===== config.mk =====
export PLATFORM = sky130hd
export DESIGN_NAME = flash_self_program_control
export DESIGN_NICKNAME = d
export VERILOG_FILES = /design/src/flash_spm_pkg.sv /design/src/flash_self_program_control.sv
export SDC_FILE = /design/constraint.sdc
export NUM_CORES = 2
export LEC_CHECK = 0
export CAP_MARGIN = 20
export CORE_ASPECT_RATIO = 2
export CORE_MARGIN = 2
export CORE_UTILIZATION = 45
export DETAILED_ROUTE_END_ITERATION = 10
export DONT_BUFFER_PORTS = 1
export GPL_ROUTABILITY_DRIVEN = 0
export HOLD_SLACK_MARGIN = 0.12
export PLACE_DENSITY = 0.69
export SLEW_MARGIN = 20
export SYNTH_ARGS = -nofsm -noshare
export SYNTH_HDL_FRONTEND = slang
export SYNTH_SLANG_ARGS = --single-unit

===== constraint.sdc =====
create_clock -name ref_clk -period 44.8 [get_ports ref_clk]
set_clock_uncertainty 0.05 [all_clocks]
set_input_delay 2.24 -clock ref_clk [delete_from_list [all_inputs] [get_ports ref_clk]]
set_output_delay 2.24 -clock ref_clk [all_outputs]
set_load 0.02 [all_outputs]

===== src/flash_spm_pkg.sv =====
// constants, field layouts and carrier types for the flash self-program
// control block; assumes a single 25 MHz cpu clock domain for all users
package flash_spm_pkg;

	// ==========================================================
	// register map and field positions
	localparam logic [7:0] CTRL_OFFSET     = 8'h00;
	localparam logic [7:0] CTRL_RESET      = 8'h00;
	localparam int         IRQ_EN_POS      = 7;
	localparam int         BUSY_POS        = 6;
	localparam int         RES_POS         = 5;
	localparam int         REENABLE_POS    = 4;
	localparam int         LOCK_SET_POS    = 3;
	localparam int         PAGE_WRITE_POS  = 2;
	localparam int         PAGE_ERASE_POS  = 1;
	localparam int         STORE_EN_POS    = 0;

	// ==========================================================
	// idle value and legal arming patterns of the low five control bits
	localparam logic [4:0] PAT_NONE        = 5'h00;
	localparam logic [4:0] PAT_REENABLE    = 5'h11;
	localparam logic [4:0] PAT_LOCK        = 5'h09;
	localparam logic [4:0] PAT_WRITE       = 5'h05;
	localparam logic [4:0] PAT_ERASE       = 5'h03;
	localparam logic [4:0] PAT_LOAD        = 5'h01;

	// ==========================================================
	// instruction windows in cpu clocks, counted from the register write
	localparam logic [2:0] STORE_WIN_CLKS  = 3'h4;
	localparam logic [2:0] LOAD_WIN_CLKS   = 3'h3;
	localparam logic [2:0] LOAD_MIN_CNT    = STORE_WIN_CLKS - LOAD_WIN_CLKS;

	// ==========================================================
	// flash geometry and address split of the z pointer
	localparam int         WORD_BITS       = 6;
	localparam int         PAGE_WORDS      = 64;
	localparam int         PAGE_BITS       = 8;
	localparam int         WORD_LSB        = 1;
	localparam int         WORD_MSB        = 6;
	localparam int         PAGE_LSB        = 7;
	localparam int         PAGE_MSB        = 14;
	localparam logic [7:0] NO_READ_WHILE_WRITE_SECTION_FIRST_PAGE = 8'hE0;

	// ==========================================================
	// reset vectors, readback selectors and data constants
	localparam logic [15:0] APP_RESET_ADDR  = 16'h0000;
	localparam logic [15:0] BOOT_RESET_ADDR = 16'h7000;
	localparam logic [15:0] Z_FUSE_LOW      = 16'h0000;
	localparam logic [15:0] Z_LOCK          = 16'h0001;
	localparam logic [15:0] Z_FUSE_HIGH     = 16'h0003;
	localparam logic [7:0]  LOCK_R0_MASK    = 8'h3C;
	localparam logic [15:0] ERASED_WORD     = 16'hFFFF;

	// ==========================================================
	// enumerations
	typedef enum logic [2:0] {
		ST_IDLE  = 3'h1,
		ST_ARMED = 3'h2,
		ST_BUSY  = 3'h4
	} seq_state_type;

	typedef enum logic [1:0] {
		CMD_NONE  = 2'h0,
		CMD_ERASE = 2'h1,
		CMD_WRITE = 2'h2,
		CMD_LOCK  = 2'h3
	} flash_op_type;

	// ==========================================================
	// carriers
	typedef struct packed {
		logic [7:0] addr;
		logic [7:0] wdata;
		logic       wr;
		logic       rd;
	} reg_req_type;

	typedef struct packed {
		logic                 valid;
		flash_op_type         op;
		logic [PAGE_BITS-1:0] page;
		logic [7:0]           lock_data;
	} flash_cmd_type;

	typedef struct packed {
		logic        valid;
		logic [15:0] addr;
	} read_req_type;

endpackage


===== src/flash_self_program_control.sv =====
// flash self-program sequencer: control register, store/load windows,
// temporary page buffer, busy and halt tracking, fuse/lock readback
// assumes cpu core, eeprom and flash back end all run on ref_clk; fuse
// and lock inputs are static nonvolatile levels from the same chip
//
// Contract
// reset fetch address chosen by boot fuse
// cpu never alters fuses; no write path
// control resets zero, bit5 zero, bit6 read-only
// ready request while enabled and store-enable clear
// busy flag set on section op, blocks reads
// buffer load clears busy flag
// reenable clears busy, ignored while op running
// reenable write discards loaded buffer data
// lock set programs from r0, then clears
// load in three cycles returns lock/fuse
// page write from buffer to z page
// page erase of z page, then clears
// halt cpu for protected section operations
// plain store puts r1:r0 in buffer word
// store-enable window four clocks, held during op
// only five low patterns arm anything
// target page latched at operation start
// low z bits word, high bits page
// software erases with page-only z pointer
// software erases before write, same page
// buffer words writable in any order
// byte reads use full z including z0
// buffer cleared by write, reenable, reset; once
// eeprom busy blocks programming and readback
// z 1 lock, 0 fuse low, 3 high
// windows counted from control write cycle

`timescale 1ns/1ns

module flash_self_program_control (
	input  wire logic                          ref_clk,
	input  wire logic                          reset_n,
	input  flash_spm_pkg::reg_req_type         reg_req,
	output logic [7:0]                         reg_rd_data,
	input  wire logic                          spm_exec,
	input  wire logic                          lpm_exec,
	input  wire logic [15:0]                   z_ptr,
	input  wire logic [15:0]                   r1r0_data,
	input  wire logic                          global_irq_enable,
	input  wire logic                          eeprom_busy,
	input  wire logic                          boot_reset_fuse,
	input  wire logic [7:0]                    fuse_low,
	input  wire logic [7:0]                    fuse_high,
	input  wire logic [7:0]                    lock_bits,
	output flash_spm_pkg::flash_cmd_type       flash_cmd,
	input  wire logic                          flash_done,
	input  wire logic [5:0]                    buf_rd_index,
	output logic [15:0]                        buf_rd_data,
	output flash_spm_pkg::read_req_type        read_req,
	output logic                               lpm_valid,
	output logic [7:0]                         lpm_data,
	output logic [15:0]                        reset_vector,
	output logic                               cpu_halt,
	output logic                               section_read_block,
	output logic                               ready_irq
);
	import flash_spm_pkg::*;

	// ==========================================================
	// state record
	typedef struct packed {
		seq_state_type                   state;
		logic [2:0]                      win_cnt;
		logic                            ready_irq_enable;
		logic                            section_busy_flag;
		logic [4:0]                      ctrl_low;
		logic [PAGE_WORDS-1:0]           buf_valid;
		logic [PAGE_WORDS-1:0][15:0]     buf_data;
		logic [15:0]                     buf_rd_data;
		flash_cmd_type                   flash_cmd;
		read_req_type                    read_req;
		logic                            lpm_valid;
		logic [7:0]                      lpm_data;
		logic                            vector_taken;
		logic [15:0]                     reset_vector;
		logic                            cpu_halt;
		logic                            ready_irq;
		logic [7:0]                      rd_data;
	} ctl_state_type;

	logic          rst_meta_n;
	logic          rst_n;
	ctl_state_type s_q;
	ctl_state_type s_d;

	// ==========================================================
	// reset release
	// async assert, release after two edges so no flop leaves reset early
	always_ff @(posedge ref_clk or negedge reset_n) begin
		if (!reset_n) begin
			rst_meta_n <= 1'b0;
			rst_n      <= 1'b0;
		end else begin
			rst_meta_n <= 1'b1;
			rst_n      <= rst_meta_n;
		end
	end

	// ==========================================================
	// next-state helpers
	function automatic logic legal_pattern(input logic [4:0] p);
		legal_pattern = (p == PAT_REENABLE) || (p == PAT_LOCK) ||
			(p == PAT_WRITE) || (p == PAT_ERASE) ||
			(p == PAT_LOAD);
	endfunction

	function automatic logic [7:0] readback(input logic [15:0] z,
		input logic [7:0] fl, input logic [7:0] fh, input logic [7:0] lk);
		// other z values fall back on z0 alone: 1 lock, 0 fuse low
		if (z == Z_FUSE_HIGH)
			readback = fh;
		else if (z == Z_LOCK)
			readback = lk;
		else if (z == Z_FUSE_LOW)
			readback = fl;
		else
			readback = z[0] ? lk : fl;
	endfunction

	// ==========================================================
	// sequencer
	always_comb begin
		logic                 spm_ok;
		logic                 lpm_rb;
		logic                 reg_wr_ok;
		logic [WORD_BITS-1:0] widx;
		logic [PAGE_BITS-1:0] pg;
		s_d       = s_q;
		spm_ok    = 1'b0;
		lpm_rb    = 1'b0;
		reg_wr_ok = 1'b0;
		widx      = z_ptr[WORD_MSB:WORD_LSB]; // see R18
		pg        = z_ptr[PAGE_MSB:PAGE_LSB];

		// single-cycle outputs fall back each cycle
		s_d.flash_cmd.valid = 1'b0;
		s_d.read_req.valid  = 1'b0;
		s_d.lpm_valid       = 1'b0;
		s_d.rd_data         = 8'h00;

		// boot fuse caught once, after reset release
		if (!s_q.vector_taken) begin
			s_d.vector_taken = 1'b1;
			s_d.reset_vector = boot_reset_fuse ? APP_RESET_ADDR :
				BOOT_RESET_ADDR;
		end

		// eeprom writes freeze both instruction paths
		spm_ok = (s_q.state == ST_ARMED) && spm_exec &&
			!eeprom_busy;
		lpm_rb = (s_q.state == ST_ARMED) && (s_q.ctrl_low == PAT_LOCK) &&
			(s_q.win_cnt > LOAD_MIN_CNT) && lpm_exec &&
			!eeprom_busy; // see R10 see R24

		unique case (s_q.state)
			ST_IDLE: begin
				s_d.win_cnt = 3'h0;
			end
			ST_ARMED: begin
				if (spm_ok) begin
					s_d.ctrl_low = PAT_NONE;
					s_d.state    = ST_IDLE;
					unique case (s_q.ctrl_low)
						PAT_LOAD: begin
							// write-once words; order is free
							if (!s_q.buf_valid[widx]) begin // see R23
								s_d.buf_valid[widx] = 1'b1;
								s_d.buf_data[widx]  = r1r0_data;
							end
							s_d.section_busy_flag = 1'b0;
						end
						PAT_REENABLE: begin
							s_d.section_busy_flag = 1'b0;
							s_d.buf_valid = '0;
						end
						PAT_LOCK: begin
							// r0 zeros in bits 5..2 program lock bits; r1 and z ignored
							s_d.flash_cmd.valid     = 1'b1;
							s_d.flash_cmd.op        = CMD_LOCK;
							s_d.flash_cmd.lock_data = lock_bits &
								(r1r0_data[7:0] | ~LOCK_R0_MASK);
						end
						default: begin
							// erase or write: page latched, z free again
							s_d.flash_cmd.valid = 1'b1;
							s_d.flash_cmd.op    = (s_q.ctrl_low == PAT_WRITE) ?
								CMD_WRITE : CMD_ERASE; // see R11
							s_d.flash_cmd.page  = pg;
							s_d.ctrl_low        = s_q.ctrl_low;
							s_d.state           = ST_BUSY;
							if (pg >= NO_READ_WHILE_WRITE_SECTION_FIRST_PAGE)
								s_d.cpu_halt = 1'b1;
							else
								s_d.section_busy_flag = 1'b1;
						end
					endcase
				end else if (lpm_rb) begin
					s_d.lpm_valid = 1'b1;
					s_d.lpm_data  = readback(z_ptr, fuse_low, fuse_high,
						lock_bits); // see R25
					s_d.ctrl_low  = PAT_NONE;
					s_d.state     = ST_IDLE;
				end else if (s_q.win_cnt == 3'h1) begin
					// window ran out with no instruction
					s_d.ctrl_low = PAT_NONE; // see R15
					s_d.state    = ST_IDLE;
					s_d.win_cnt  = 3'h0;
				end else begin
					s_d.win_cnt = s_q.win_cnt - 3'h1;
				end
			end
			ST_BUSY: begin
				// store-enable and op bit held until the array finishes
				if (flash_done) begin
					s_d.ctrl_low = PAT_NONE; // see R15 see R11
					s_d.cpu_halt = 1'b0;
					s_d.state    = ST_IDLE;
					if (s_q.ctrl_low == PAT_WRITE)
						s_d.buf_valid = '0;
				end
			end
			default: begin
				s_d.state    = ST_IDLE;
				s_d.ctrl_low = PAT_NONE;
			end
		endcase

		// ordinary program reads: full byte address, z0 picks the byte
		if (lpm_exec && !lpm_rb && !eeprom_busy) begin
			if (!(s_q.section_busy_flag &&
				(z_ptr[PAGE_MSB:PAGE_LSB] < NO_READ_WHILE_WRITE_SECTION_FIRST_PAGE))) begin
				s_d.read_req.valid = 1'b1;
				s_d.read_req.addr  = z_ptr;
			end
		end

		// register write; an instruction taken this cycle wins over it
		reg_wr_ok = reg_req.wr && (reg_req.addr == CTRL_OFFSET) &&
			!spm_ok && !lpm_rb;
		if (reg_wr_ok) begin
			s_d.ready_irq_enable = reg_req.wdata[IRQ_EN_POS];
			// busy flag and reserved bit are never written
			if ((s_q.state != ST_BUSY) && !eeprom_busy &&
				legal_pattern(reg_req.wdata[4:0])) begin // see R16
				s_d.ctrl_low = reg_req.wdata[4:0];
				s_d.win_cnt  = STORE_WIN_CLKS;
				s_d.state    = ST_ARMED;
				if (reg_req.wdata[REENABLE_POS])
					s_d.buf_valid = '0;
			end
		end

		// register read, answered in the next cycle
		if (reg_req.rd && (reg_req.addr == CTRL_OFFSET)) begin
			s_d.rd_data = {s_q.ready_irq_enable, s_q.section_busy_flag,
				1'b0, s_q.ctrl_low};
		end

		// ready request is a level, not a pulse
		s_d.ready_irq = s_q.ready_irq_enable && global_irq_enable &&
			!s_q.ctrl_low[STORE_EN_POS];

		// back end reads the buffer; unloaded words read erased
		s_d.buf_rd_data = s_q.buf_valid[buf_rd_index] ?
			s_q.buf_data[buf_rd_index] : ERASED_WORD;
	end

	// ==========================================================
	// state register
	// fuse inputs go nowhere but readback and the vector mux: no writer
	always_ff @(posedge ref_clk or negedge rst_n) begin
		if (!rst_n) begin
			s_q                   <= '0;
			s_q.state             <= ST_IDLE;
			s_q.ctrl_low          <= CTRL_RESET[4:0];
			s_q.flash_cmd.op      <= CMD_NONE;
			s_q.reset_vector      <= APP_RESET_ADDR;
			s_q.buf_valid         <= '0;
			s_q.buf_rd_data       <= ERASED_WORD;
		end else begin
			s_q <= s_d;
		end
	end

	// ==========================================================
	// outputs, each straight from the state record
	assign reg_rd_data        = s_q.rd_data;
	assign flash_cmd          = s_q.flash_cmd;
	assign buf_rd_data        = s_q.buf_rd_data;
	assign read_req           = s_q.read_req;
	assign lpm_valid          = s_q.lpm_valid;
	assign lpm_data           = s_q.lpm_data;
	assign reset_vector       = s_q.reset_vector;
	assign cpu_halt           = s_q.cpu_halt;
	assign section_read_block = s_q.section_busy_flag;
	assign ready_irq          = s_q.ready_irq;

endmodule


==> impl_metrics.json <==
{
  "arrival_ps": 6490,
  "path_buf_inv": 6,
  "synth.distinct_cells": 70,
  "syn_avg_cell_area_um2": 14.8,
  "ys_warn_count": 0,
  "yosys.area.top_type": "dfrtp_1",
  "finalHoldViolations": 0,
  "post-place-ws_ps": 38090,
  "path_cells": "buf_12 > buf_6 > buf_4 > buf_4 > buf_4 > buf_6",
  "wirelength_um": 140000,
  "synth_flop_cell": "dfrtp_1",
  "io_buffers": 0,
  "powerDensity_nw_per_um2": 34.8,
  "route.detailed.drc": 0,
  "final_nets": 3500,
  "cpMostUsedCell": "buf_4",
  "wl_per_cell_um": 27.8,
  "finalSetupTns_ps": 0,
  "cts_max_level": 3,
  "coreArea_um2": 119000,
  "synth_seq_area_share": 0.548,
  "hold_class": "flop to flop",
  "grt_pass1_wl_um": 211000,
  "worst_pin_slew_ps": 1150,
  "worst_setup_path_end_kind": "async pin",
  "pin_count": 176,
  "cts_buffers": 99,
  "synthTopCellsByArea": "dfrtp_1 (54%), mux2_2 (22%), mux4_2 (11%)",
  "leakage_nw": 27.9,
  "async_reset_ff_frac": 1.00,
  "die_h_um": 493,
  "maxCapViolations": 0,
  "grt_overflow": 0,
  "fin_util": 0.487,
  "min_period_ps": 5780,
  "clkTransAtPathRegs_ps": 60,
  "synthCells": 3626,
  "cpPeakStageDelay_ps": 920,
  "fin_ws_ps": 39020,
  "outcome": "completed",
  "grt_antenna_before_repair": 2,
  "path_class": "flop to async pin",
  "critPathTopFamily": "buffers and inverters",
  "area.growth.synth_to_final_pct": 7.57,
  "drv_slew": 0,
  "drive_gt1_frac": 0.466,
  "grt_use_total": 0.232,
  "required_ps": 45510,
  "fmax_mhz": 173,
  "synth_top_area_share": 0.540,
  "row_count": 179,
  "die_w_um": 248,
  "drt_iter0_drc": 2425,
  "ir_worst_vdd_mv": 0.0308,
  "drtPass1Iterations": 5,
  "cts_tree": "built",
  "start_util": 0.452,
  "relSlewSlack": 0.228,
  "num_vias": 30900,
  "path_max_fanout": 162,
  "netlist_area_um2": 53700,
  "synth_edf_count": 0,
  "grt_pass1_vias": 33600,
  "setup_viol": 0,
  "grt_setup_unrepaired": "false",
  "avgViaCountPerCell": 6.14,
  "clock_path_buffers": 3,
  "cp_slowest_cell": "dfrtp_4",
  "period_share": 0.129,
  "postCtsSetupRepairBufs": 0,
  "clock-sinks": 1175,
  "place_hpwl_um": 83300,
  "cts-resized-gates": 0,
  "holdBufCountCts": 0,
  "clk_latency_ps": 710,
  "root_buffer": "clkbuf_16",
  "dieArea_um2": 122000,
  "grt_max_degree": 273,
  "ys_seq_elements": 1175,
  "startpoint_type": "flop",
  "drtAntennaViolNets": 0
}
-- logic make-up (layout without fill, tap and decap cells) --
logic type / after synthesis / count (layout) / synth area share
xor+xnor: 1 / 1 / 0.000163
simple gates: 354 / 354 / 0.0319
compound gates: 322 / 322 / 0.0432
mux: 1352 / 1352 / 0.340
flops: 1175 / 1175 / 0.548
other cells: 2 / 17 / 0.000140
fa+ha+maj: 3 / 3 / 0.000652
buf+inv: 417 / 269 / 0.0357
-- area by class of cell --
cell class	instances	area, µm²
tap	1538	1920
inverter	18	67.6
fill	10100	60900
clock inverter	29	328
antenna	1	2.50
multi-input combinational	2048	22500
sequential	1175	29400
clock buffer	154	2990
timing repair buffer	68	549
-- layout by cell type (no fill, tap or decap), types with 31 or more instances in the layout --
master / Yosys / final
a22oi_1: 167 / 167
nand2_1: 184 / 181
dfrtp_1: 1158 / 1157
a21oi_1: 43 / 43
mux2_2: 1066 / 1066
o21ai_0: 42 / 42
nand3_1: 31 / 31
mux4_2: 272 / 272
nor2_1: 40 / 39
buf_4: 84 / 61
clkbuf_16: 0 / 102
-- cells in the mapped netlist (9+ instances only) --
library cell / count
dfrtp_1: 1158
mux2_2: 1066
mux4_2: 272
clkbuf_1: 238
nand2_1: 184
a22oi_1: 167
buf_4: 84
buf_1: 46
a21oi_1: 43
o21ai_0: 42
nor2_1: 40
buf_2: 31
nand3_1: 31
inv_1: 18
dfstp_2: 17
a221o_1: 14
mux2i_1: 14
nor2b_1: 12
and3_1: 10
nand2b_1: 9
nand4_1: 9
nor3_1: 9
-- layer usage --
layer / vias up / part of all wire / track usage
met3: 290 / 0.052 / 0.0403
met2: 923 / 0.53 / 0.409
met4: 0 / 0.057 / 0.122
li1: 12900 / - / -
met5: - / 0 / 0
met1: 16800 / 0.37 / 0.267
-- final timing paths --
check / from / slack (ps) / cells after the start / endpoint
hold / removal: rst_meta_n / 300 / 0 / rst_n
setup / recovery: rst_n / 39020 / 6 / flash_cmd[9]
max in group ref_clk: z_ptr[3] / 40190 / 5 / flop
setup reg to reg: rst_n / 39020 / 6 / flash_cmd[9]
hold reg to reg: rst_meta_n / 300 / 0 / rst_n
min in group asynchronous: rst_n / 350 / 0 / async pin
-- report_power, final --
group	switching, mW	internal (mW)	total (mW)
Clock	0.403	0.490	0.893
Combinational	0.0340	0.0164	0.0504
Sequential	0.00576	1.06	1.07
-- stage by stage --
| stage | instances | power [mW] | hold slack (ps) | area, µm² |
|---|---|---|---|---|
| 2_1_floorplan | 3640 | 1.15 | 281 | 53800 |
| 3_3_place_gp | 4845 | 1.14 | 282 | 54400 |
| 3_5_place_dp | 4846 | 1.14 | 286 | 54400 |
| 4_1_cts | 5029 | 2.03 | 301 | 57700 |
| 5_1_grt | 5031 | 2.07 | 306 | 57800 |
| 6_report | 5031 | 2.01 | 299 | 57800 |
Power figures use the tool's default switching activity.
